### src/hdl/chicr_pkg.sv
// Package of addresses, field positions, reset values and state type for the card host register slice.
package chicr_pkg;

  ////////////////////////////////////////////////////////////////////////////////
  // Register byte addresses on the register port.
  localparam logic [31:0] ADDR_STATUS     = 32'h4000_0040;
  localparam logic [31:0] ADDR_IRQ_SET    = 32'h4000_0044;
  localparam logic [31:0] ADDR_IRQ_CLR    = 32'h4000_0048;
  localparam logic [31:0] ADDR_IRQ_STATE  = 32'h4000_004C;
  localparam logic [31:0] ADDR_HOST_CFG   = 32'h4000_0054;
  localparam logic [31:0] ADDR_WPROT_MODE = 32'h4000_00E4;

  ////////////////////////////////////////////////////////////////////////////////
  // Flag layout shared by the status, enable, disable and mask registers.
  localparam int          FLAG_UNDERRUN_BIT = 31;
  localparam int          FLAG_OVERRUN_BIT  = 30;
  localparam int          FLAG_EXT_MSB      = 29;
  localparam logic [31:0] FLAG_VALID_MASK   = 32'hFCFF_F1FF;

  ////////////////////////////////////////////////////////////////////////////////
  // Configuration and write-protect field positions.
  localparam int          CFG_FIFO_MODE_BIT = 0;
  localparam int          CFG_FLOW_ERR_BIT  = 4;
  localparam int          CFG_HIGH_SPD_BIT  = 8;
  localparam int          CFG_LAST_SYNC_BIT = 12;
  localparam int          WP_ENABLE_BIT     = 0;
  localparam int          WP_KEY_LSB        = 8;
  localparam int          WP_KEY_MSB        = 31;
  localparam logic [23:0] WP_KEY_VALUE      = 24'h4D_4349;

  ////////////////////////////////////////////////////////////////////////////////
  // Internal FIFO thresholds in bytes; the FIFO holds 256 words of 4 bytes.
  localparam logic [15:0] FIFO_THREE_QTR = 16'h0300;
  localparam logic [15:0] FIFO_HALF      = 16'h0200;
  localparam logic [15:0] FIFO_QUARTER   = 16'h0100;
  localparam logic [15:0] FIFO_ONE_WORD  = 16'h0004;

  ////////////////////////////////////////////////////////////////////////////////
  // Reset values.
  localparam logic [31:0] MASK_RESET  = 32'h0000_0000;
  localparam logic [31:0] RDATA_RESET = 32'h0000_0000;
  localparam logic        BIT_RESET   = 1'h0;

  // Complete state of the register slice, held in one register.
  typedef struct packed {
    logic [31:0] mask;
    logic        fifo_start_mode;
    logic        flow_err_reset_ctrl;
    logic        high_speed_edge;
    logic        last_block_sync;
    logic        wprot_enable;
    logic        tx_underrun_flag;
    logic        rx_overrun_flag;
    logic        irq;
    logic        start_ok;
    logic        cmd_issue;
    logic [31:0] rdata;
  } chicr_state_t;

endpackage

### src/hdl/chicr_regs.sv
// Interrupt mask, configuration and write-protect registers of the card host controller.
// Contract
// - Byte sent without written data sets underrun.
// - New transfer command or flow bit set clears underrun.
// - Status read clears underrun when flow bit set.
// - Enable, disable, mask follow status bit layout.
// - Enable write sets mask bits written one.
// - Disable write clears mask bits written one.
// - Mask register reads current enable state.
// - Configuration writes ignored while protection enabled.
// - Long block starts write at half FIFO.
// - Medium block starts write at quarter FIFO.
// - Short block starts write when fully loaded.
// - Start mode one starts after one word.
// - Flow bit zero keeps flags until command.
// - Flow bit one clears flags on status read.
// - High-speed bit selects rising card clock edge.
// - Sync bit zero issues command at block end.
// - Sync bit one issues command at transfer end.
// - Protect mode write needs the correct key.
// - Keyed write sets or clears write protection.
`timescale 1ns/1ps
`default_nettype none

module chicr_regs
  import chicr_pkg::*;
(
  // Clock and reset.
  input  wire logic        clk_sys_i,
  input  wire logic        reset_n_i,
  // Register port.
  input  wire logic [31:0] reg_addr_i,
  input  wire logic [31:0] reg_wdata_i,
  input  wire logic        reg_wr_i,
  input  wire logic        reg_rd_i,
  output logic      [31:0] reg_rdata_o,
  // Status flags and events from the card protocol engine.
  input  wire logic [29:0] status_flags_i,
  input  wire logic        tx_underrun_evt_i,
  input  wire logic        rx_overrun_evt_i,
  input  wire logic        xfer_cmd_i,
  // Write FIFO fill state for the start decision.
  input  wire logic [15:0] block_len_i,
  input  wire logic [15:0] xfer_bytes_i,
  input  wire logic [15:0] fifo_level_i,
  // Pending command timing.
  input  wire logic        cmd_pending_i,
  input  wire logic        block_end_i,
  input  wire logic        xfer_end_i,
  // Outputs to the protocol engine and the system.
  output logic             irq_o,
  output logic             wr_start_ok_o,
  output logic             cmd_issue_o,
  output logic             high_speed_edge_o,
  output logic             wprot_enable_o
);

  ////////////////////////////////////////////////////////////////////////////////
  // State and decoded strobes.
  chicr_state_t st_reg;
  chicr_state_t st_next;

  logic        wr_irq_set;
  logic        wr_irq_clr;
  logic        wr_cfg;
  logic        wr_cfg_ok;
  logic        wr_wprot;
  logic        wprot_key_ok;
  logic        rd_status;
  logic        rd_flow_clear;
  logic [31:0] flags_now;
  logic [31:0] wdata_valid;

  // Address decode; each strobe is qualified by its own bus strobe.
  assign wr_irq_set   = reg_wr_i && (reg_addr_i == ADDR_IRQ_SET);
  assign wr_irq_clr   = reg_wr_i && (reg_addr_i == ADDR_IRQ_CLR);
  assign wr_cfg       = reg_wr_i && (reg_addr_i == ADDR_HOST_CFG);
  assign wr_cfg_ok    = wr_cfg && !st_reg.wprot_enable;
  assign wr_wprot     = reg_wr_i && (reg_addr_i == ADDR_WPROT_MODE);
  assign wprot_key_ok = reg_wdata_i[WP_KEY_MSB:WP_KEY_LSB] == WP_KEY_VALUE;
  assign rd_status    = reg_rd_i && (reg_addr_i == ADDR_STATUS);
  assign rd_flow_clear = rd_status && st_reg.flow_err_reset_ctrl;
  assign wdata_valid  = reg_wdata_i & FLAG_VALID_MASK;

  // Status view: two flow flags held here, the rest from the engine.
  assign flags_now = {st_reg.tx_underrun_flag, st_reg.rx_overrun_flag, status_flags_i}
                     & FLAG_VALID_MASK;

  ////////////////////////////////////////////////////////////////////////////////
  // Next-state logic for the whole slice.
  always_comb begin
    st_next = st_reg;

    // Mask: clear is applied after set and would win, though the bus
    // never carries two writes in one cycle.
    if (wr_irq_set) begin
      st_next.mask = st_reg.mask | wdata_valid;
    end
    if (wr_irq_clr) begin
      st_next.mask = st_reg.mask & ~wdata_valid;
    end

    // Configuration accepted only while unprotected; reserved bits dropped.
    if (wr_cfg_ok) begin
      st_next.fifo_start_mode     = reg_wdata_i[CFG_FIFO_MODE_BIT];
      st_next.flow_err_reset_ctrl = reg_wdata_i[CFG_FLOW_ERR_BIT];
      st_next.high_speed_edge     = reg_wdata_i[CFG_HIGH_SPD_BIT];
      st_next.last_block_sync     = reg_wdata_i[CFG_LAST_SYNC_BIT];
    end

    // Protection switch reacts only to the right key.
    if (wr_wprot && wprot_key_ok) begin
      st_next.wprot_enable = reg_wdata_i[WP_ENABLE_BIT];
    end

    // Underrun: clears first, then the event, so a byte lost in the very
    // cycle of a clear is still reported.
    if (xfer_cmd_i || rd_flow_clear ||
        (wr_cfg_ok && reg_wdata_i[CFG_FLOW_ERR_BIT])) begin
      st_next.tx_underrun_flag = 1'h0;
    end
    if (tx_underrun_evt_i) begin
      st_next.tx_underrun_flag = 1'h1;
    end

    // Overrun: held until a command, or a status read in flow mode one.
    if (xfer_cmd_i || rd_flow_clear) begin
      st_next.rx_overrun_flag = 1'h0;
    end
    if (rx_overrun_evt_i) begin
      st_next.rx_overrun_flag = 1'h1;
    end

    // Interrupt follows enabled flags with one register stage.
    st_next.irq = |(flags_now & st_reg.mask);

    // Write start threshold.
    if (st_reg.fifo_start_mode) begin
      st_next.start_ok = fifo_level_i >= FIFO_ONE_WORD;
    end else if (block_len_i >= FIFO_THREE_QTR) begin
      st_next.start_ok = fifo_level_i >= FIFO_HALF;
    end else if (block_len_i >= FIFO_HALF) begin
      st_next.start_ok = fifo_level_i >= FIFO_QUARTER;
    end else begin
      st_next.start_ok = fifo_level_i >= xfer_bytes_i;
    end

    // Pending command released at block end or at transfer end; software
    // must only pick transfer end with a finite block count.
    if (st_reg.last_block_sync) begin
      st_next.cmd_issue = cmd_pending_i && xfer_end_i;
    end else begin
      st_next.cmd_issue = cmd_pending_i && block_end_i;
    end

    // Read data stand for one cycle only; write-only and unmapped read zero.
    st_next.rdata = RDATA_RESET;
    if (reg_rd_i) begin
      case (reg_addr_i)
        ADDR_STATUS: begin
          st_next.rdata = flags_now;
        end
        ADDR_IRQ_STATE: begin
          st_next.rdata = st_reg.mask;
        end
        ADDR_HOST_CFG: begin
          st_next.rdata[CFG_FIFO_MODE_BIT] = st_reg.fifo_start_mode;
          st_next.rdata[CFG_FLOW_ERR_BIT]  = st_reg.flow_err_reset_ctrl;
          st_next.rdata[CFG_HIGH_SPD_BIT]  = st_reg.high_speed_edge;
          st_next.rdata[CFG_LAST_SYNC_BIT] = st_reg.last_block_sync;
        end
        ADDR_WPROT_MODE: begin
          st_next.rdata[WP_ENABLE_BIT] = st_reg.wprot_enable;
        end
        default: begin
          st_next.rdata = RDATA_RESET;
        end
      endcase
    end
  end

  ////////////////////////////////////////////////////////////////////////////////
  // State register; synchronous reset to constants only.
  always_ff @(posedge clk_sys_i) begin
    if (!reset_n_i) begin
      st_reg.mask                <= MASK_RESET;
      st_reg.fifo_start_mode     <= BIT_RESET;
      st_reg.flow_err_reset_ctrl <= BIT_RESET;
      st_reg.high_speed_edge     <= BIT_RESET;
      st_reg.last_block_sync     <= BIT_RESET;
      st_reg.wprot_enable        <= BIT_RESET;
      st_reg.tx_underrun_flag    <= BIT_RESET;
      st_reg.rx_overrun_flag     <= BIT_RESET;
      st_reg.irq                 <= BIT_RESET;
      st_reg.start_ok            <= BIT_RESET;
      st_reg.cmd_issue           <= BIT_RESET;
      st_reg.rdata               <= RDATA_RESET;
    end else begin
      st_reg <= st_next;
    end
  end

  // Outputs come straight from the state register.
  assign reg_rdata_o       = st_reg.rdata;
  assign irq_o             = st_reg.irq;
  assign wr_start_ok_o     = st_reg.start_ok;
  assign cmd_issue_o       = st_reg.cmd_issue;
  assign high_speed_edge_o = st_reg.high_speed_edge;
  assign wprot_enable_o    = st_reg.wprot_enable;
endmodule // chicr_regs

`default_nettype wire

### config.mk
export PLATFORM = sky130hd
export DESIGN_NAME = chicr_regs
export DESIGN_NICKNAME = d
export VERILOG_FILES = /design/src/hdl/chicr_pkg.sv /design/src/hdl/chicr_regs.sv
export SDC_FILE = /design/constraint.sdc
export NUM_CORES = 1
export LEC_CHECK = 0
export ABC_AREA = 1
export BUFFER_PORTS_ARGS = -buffer_cell sky130_fd_sc_hd__clkbuf_2
export CAP_MARGIN = 5
export CORE_MARGIN = 2
export CORE_UTILIZATION = 25
export DETAILED_ROUTE_END_ITERATION = 12
export SLEW_MARGIN = 5
export SYNTH_ARGS = -nofsm -noshare
export SYNTH_HDL_FRONTEND = slang
export SYNTH_SLANG_ARGS = --single-unit
### constraint.sdc
create_clock -name clk_sys_i -period 1.3 [get_ports clk_sys_i]
set_clock_uncertainty 0.05 [all_clocks]
set_input_delay 0.065 -clock clk_sys_i [delete_from_list [all_inputs] [get_ports clk_sys_i]]
set_output_delay 0.065 -clock clk_sys_i [all_outputs]
set_load 0.05 [all_outputs]
Yosys cells after proc, flatten, opt, wreduce, memory -nomap -nowiden
Cells that the tools add are included.
{"block": "op_classes", "order_cmp": 6, "n_eq_ne": 7, "n_mux": 17, "bitwise_logic": 4, "n_reduce_logical": 20}
{"op": "32-bit by 31-bit equality test with 1-bit output, second input constant", "n": 6}
{"op": "32-bit bitwise AND", "n": 2}
{"op": "32-bit two-way mux", "n": 2}
{"op": "16-bit by 10-bit >= comparator with 1-bit output, second input constant", "n": 3}
{"op": "19-bit case mux with 2 select lines", "n": 1}
{"op": "32-bit NOT", "n": 1}
{"op": "32-bit OR", "n": 1}
{"op": "32-bit OR reduction", "n": 1}
{"op": "24-bit by 23-bit equality test with 1-bit output, second input constant", "n": 1}
{"op": "16-bit >= comparator", "n": 1}
{"op": "16-bit by 3-bit >= comparator with 1-bit output, second input constant", "n": 1}
{"op": "16-bit by 9-bit >= comparator with 1-bit output, second input constant", "n": 1}
{"op": "3-bit case mux with 2 select lines", "n": 2}
{"op": "1-bit logical AND", "n": 11}
{"op": "1-bit case mux with 3 select lines", "n": 3}
{"op": "1-bit two-way mux", "n": 8}
{"op": "2-bit nonzero test", "n": 3}
{"op": "1-bit case mux with 4 select lines", "n": 1}
{"op": "3-bit AND reduction", "n": 1}
{"op": "1-bit logical OR", "n": 2}
{"op": "2-bit AND reduction", "n": 1}
{"op": "1-bit zero test", "n": 1}
{"block": "word_totals", "ff_bits": 74, "input_bits": 152}

Longest topological paths before layout
{"block": "logic_depth", "word_depth": 7, "ltp_mapped": 12}

Least setup slack after synthesis
No wires, ideal clock.
{"block": "synth_timing", "kind": "reg-to-reg", "from": "register st_reg, in the netlist wprot_enable_o", "to": "register st_reg, in the netlist high_speed_edge_o", "setup_time_ns": 0.116, "arrival_ns": 1.130, "required_ns": 1.134, "path_slack_ns": 0.004, "stages_incl_launch_ff": 6, "path_buffers": 0, "cell_sequence": "dfxtp_1 > nor2_1 > nand2_2 > inv_1 > o21ai_0 > nor2_1"}
{"block": "synth_between", "elab_chain_len": 2}
{"element": "from (decl)", "line": "chicr_regs.sv:60", "rtl": "chicr_state_t st_reg;"}
{"element": "from (signal assigned)", "line": "chicr_regs.sv:199", "rtl": "st_reg <= st_next;"}
{"element": "1-bit zero test", "line": "chicr_regs.sv:78", "rtl": "assign wr_cfg_ok = wr_cfg && !st_reg.wprot_enable;"}
{"element": "1-bit logical AND", "line": "chicr_regs.sv:78"}
Every way passes these cells.
A chain may end at the register's enable or synchronous reset.

Final worst setup path
{"block": "layout_timing", "from": "input status_flags_i[4]", "to": "register st_reg, in the netlist irq_o"}
{"block": "layout_between", "elab_chain_len": 2}
{"element": "from (decl)", "line": "chicr_regs.sv:38", "rtl": "input wire logic [29:0] status_flags_i,"}
{"element": "32-bit bitwise AND", "line": "chicr_regs.sv:135", "rtl": "st_next.irq = |(flags_now & st_reg.mask);"}
{"element": "32-bit OR reduction", "line": "chicr_regs.sv:135"}
Every way passes these cells.

==> impl_metrics.tcl <==
set metrics [dict create \
    gr-usage-all-layers 0.149 \
    final_design_area_no_fill_mm2 0.00561 \
    slew_viol_final 0 \
    grt_pass1_vias 4198 \
    antenna-diode-count 0 \
    rr_worst_depth 4 \
    utilization 0.371 \
    tritoncts.num_buffers 9 \
    hpwlAfterDp_mm 9.52 \
    number_of_buffer_cells_added_on_primary_ports 170 \
    yosys.cell_types.count 33 \
    detailedPlace.worstSlack_ns -0.194 \
    dieWidth_um 128 \
    start_util 0.255 \
    layout.nets 918 \
    routed_wl_mm 12.2 \
    seqCellArea_mm2 0.00128 \
    route.antenna.remaining_nets 0 \
    worstHoldPathType "input pin to flop" \
    floorplan.die_area_mm2 0.0164 \
    average_vias_per_placed_instance 4.43 \
    fmaxAchievable_ghz 0.817 \
    nFillCells 1612 \
    setup_viol 0 \
    critPathCaptureType "flop" \
    detailed_routing_iteration_count_for_the_pre_antenna_repair_pass 4 \
    timing.critical_path.arrival_ns 1.38 \
    drcViolationCount 0 \
    final_common_cell "sky130_fd_sc_hd__clkbuf_2" \
    routedWlPerCell_um 12.9 \
    grt_remaining_overflow 0 \
    htree_levels 3 \
    yosys.area_share.xor_xnor 0 \
    syn_area_mm2 0.00386 \
    largest_family_of_logic_cells_by_synthesized_area "simple AND/OR/NAND/NOR gates" \
    criticalPathCategory "input pin to flop" \
    postPlaceCellArea_mm2 0.00481 \
    share_of_synthesized_cell_area_in_full_adder_half_adder_and_majority_cells 0.0519 \
    report.final.hold_viol_count 0 \
    grt_most_used_layer "met2" \
    cts_sinks 64 \
    wire_length_of_the_first_global_routing_pass_mm 19.3 \
    critical_path.max_fanout 2 \
    area_growth_syn_to_layout_pct 45.4 \
    worstSetupStartpointType "input pin" \
    mostFrequentLayoutCells "158 x sky130_fd_sc_hd__clkbuf_2, 99 x sky130_fd_sc_hd__nand2_1, 64 x sky130_fd_sc_hd__inv_1, 64 x sky130_fd_sc_hd__nand3_1, 64 x sky130_fd_sc_hd__dfxtp_1" \
    vias 4177 \
    final_cycle_utilization_of_the_critical_path 0.941 \
    grt_use_met1 0.172 \
    postSynthCellCount 543 \
    drt_iter0_markers 199 \
    yosys_register_bits 64 \
    run_status "finished, final reports clean" \
    finalCriticalPeriod_ns 1.22 \
    synth_area_per_cell_um2 7.11 \
    antenna_found_initial 0 \
    path_clk_slew_ns 0.05 \
    muxShareOfSynthArea 0 \
    multi_input_area_mm2 0.00195 \
    yosys.area.top_type "sky130_fd_sc_hd__dfxtp_1" \
    place.gp.congestion 0.798 \
    std_cell_rows 45 \
    peakVddDrop_mv 0.638 \
    fp.coreArea_mm2 0.0151 \
    post_synth_and_or_nand_nor_area_fraction 0.288 \
    synth_compound_gate_area_share 0.157 \
    dpl.cell_count 885 \
    top_area_cell_type_share_of_the_netlist_area 0.332 \
    power-per-cell-area_mw_per_mm2 885 \
    maximum_root_to_sink_buffer_count 2 \
    ctsRootBufferMaster "sky130_fd_sc_hd__clkbuf_16" \
    layout-drive-gt1-share 0.298 \
    yosysSeqAreaShare 0.332 \
    final_cell_count_no_fill 943 \
    holdPathStages 3 \
    clkLatencyLatePin_ns 0.33 \
    grt_start_max_net_pins 35 \
    die_height_um 128 \
    max_cap_violations 0 \
    postLayoutSetupSlackWorst_ns 0.0762 \
    critical_path_required_ns 1.46 \
    use_met2 0.263 \
    ios 189 \
    cts_tree "built" \
    synth.yosys.warnings 0 \
    grtUsageMet3 0.0401 \
    post_synth_main_area_contributors "sky130_fd_sc_hd__dfxtp_1 33%, sky130_fd_sc_hd__nand2_1 9.6%, sky130_fd_sc_hd__nand3_1 8.3%" \
    total_leakage_power_nw 2.81 \
]
-- cell type report --
cell class / count / area share
well taps: 188 / 0.0419
clock inverters: 4 / 0.00803
clock buffers: 12 / 0.0421
flip-flops and latches: 64 / 0.228
repair buffers: 242 / 0.287
multi-input cells: 364 / 0.347
inverters: 69 / 0.0462
-- worst max-delay path, cell delays in order --
cell and delay [ns]:
sky130_fd_sc_hd__dlygate4sd3_1 0.55, sky130_fd_sc_hd__clkbuf_2 0.12, sky130_fd_sc_hd__a22o_1 0.22, sky130_fd_sc_hd__nor3_1 0.29, sky130_fd_sc_hd__a31oi_1 0.12
-- kinds of logic (layout without fill, tap and decap cells) --
group / after synthesis / count (layout)
adders and majority gates: 16 / 16
other: 1 / 5
AOI/OAI and AO/OA: 98 / 98
buffers and inverters: 119 / 327
and+or+nand+nor: 245 / 245
DFF: 64 / 64
-- per-layer routing --
layer,share of wire,vias to the layer above
met3,0.068,17
met5,0,-
li1,-,2168
met2,0.49,127
met4,0.018,0
met1,0.42,1865
-- timing repair --
| item | 4_1_cts | 5_1_grt |
|---|---|---|
| hold buffers | 51 | 0 |
| hold endpoints to repair | 48 | 0 |
| resized for setup | 0 | 20 |
| endpoints found under the setup margin | 0 | 3 |
| buffers inserted | 0 | 2 |
-- report_power, final --
group | leakage (nW) | internal (mW) | switching [mW] | total (mW)
registers | 0.516 | 1.97 | 0.00385 | 1.97
clock network | 0.140 | 1.47 | 0.847 | 2.32
logic | 2.15 | 0.346 | 0.325 | 0.671
-- synthesized netlist by cell type --
cell type                    n
sky130_fd_sc_hd__a31oi_1     4
sky130_fd_sc_hd__nor3_1      8
sky130_fd_sc_hd__nand2_4     1
sky130_fd_sc_hd__dfxtp_1    64
sky130_fd_sc_hd__nand4_2     1
sky130_fd_sc_hd__a21oi_1    51
sky130_fd_sc_hd__o21a_1      2
sky130_fd_sc_hd__nand3b_1    1
sky130_fd_sc_hd__o2111ai_1   1
sky130_fd_sc_hd__a21oi_2     2
sky130_fd_sc_hd__nor2_1     49
sky130_fd_sc_hd__nand2_1    99
sky130_fd_sc_hd__nand2_2     2
sky130_fd_sc_hd__o211ai_1    1
sky130_fd_sc_hd__conb_1      1
sky130_fd_sc_hd__ha_1       16
sky130_fd_sc_hd__inv_1      66
sky130_fd_sc_hd__buf_4      35
sky130_fd_sc_hd__clkbuf_1    3
sky130_fd_sc_hd__o21ai_0    13
sky130_fd_sc_hd__clkbuf_8    3
sky130_fd_sc_hd__buf_6       6
sky130_fd_sc_hd__nor4_1      2
sky130_fd_sc_hd__nand3_1    64
sky130_fd_sc_hd__o21bai_1   11
sky130_fd_sc_hd__nor2_4      3
sky130_fd_sc_hd__nor2_2      3
sky130_fd_sc_hd__buf_2       3
sky130_fd_sc_hd__a22o_1      2
sky130_fd_sc_hd__nand4_1    11
sky130_fd_sc_hd__nor2_8      1
sky130_fd_sc_hd__inv_2       3
sky130_fd_sc_hd__o211a_1    11
-- worst paths after layout --
check	startpoint	to	slack (ns)
worst max-delay path	status_flags_i[4]	irq_o	0.08
worst min-delay path	reg_wdata_i[7]	flop	0.007
worst max register to register	flop	irq_o	0.18
worst min register to register	flop	flop	0.41
-- metrics by stage --
step | power [mW] | hold slack (ns) | TNS (ns)
floorplan | 2.27 | 0.136 | 0
global placement | 2.56 | 0.228 | -7.08
detailed placement | 2.56 | 0.240 | -7.67
CTS | 5.04 | 0.000292 | 0
global route | 5.19 | 0.0345 | -0.00642
finish | 4.97 | 0.00716 | 0
(Power assumes the default switching activity.)
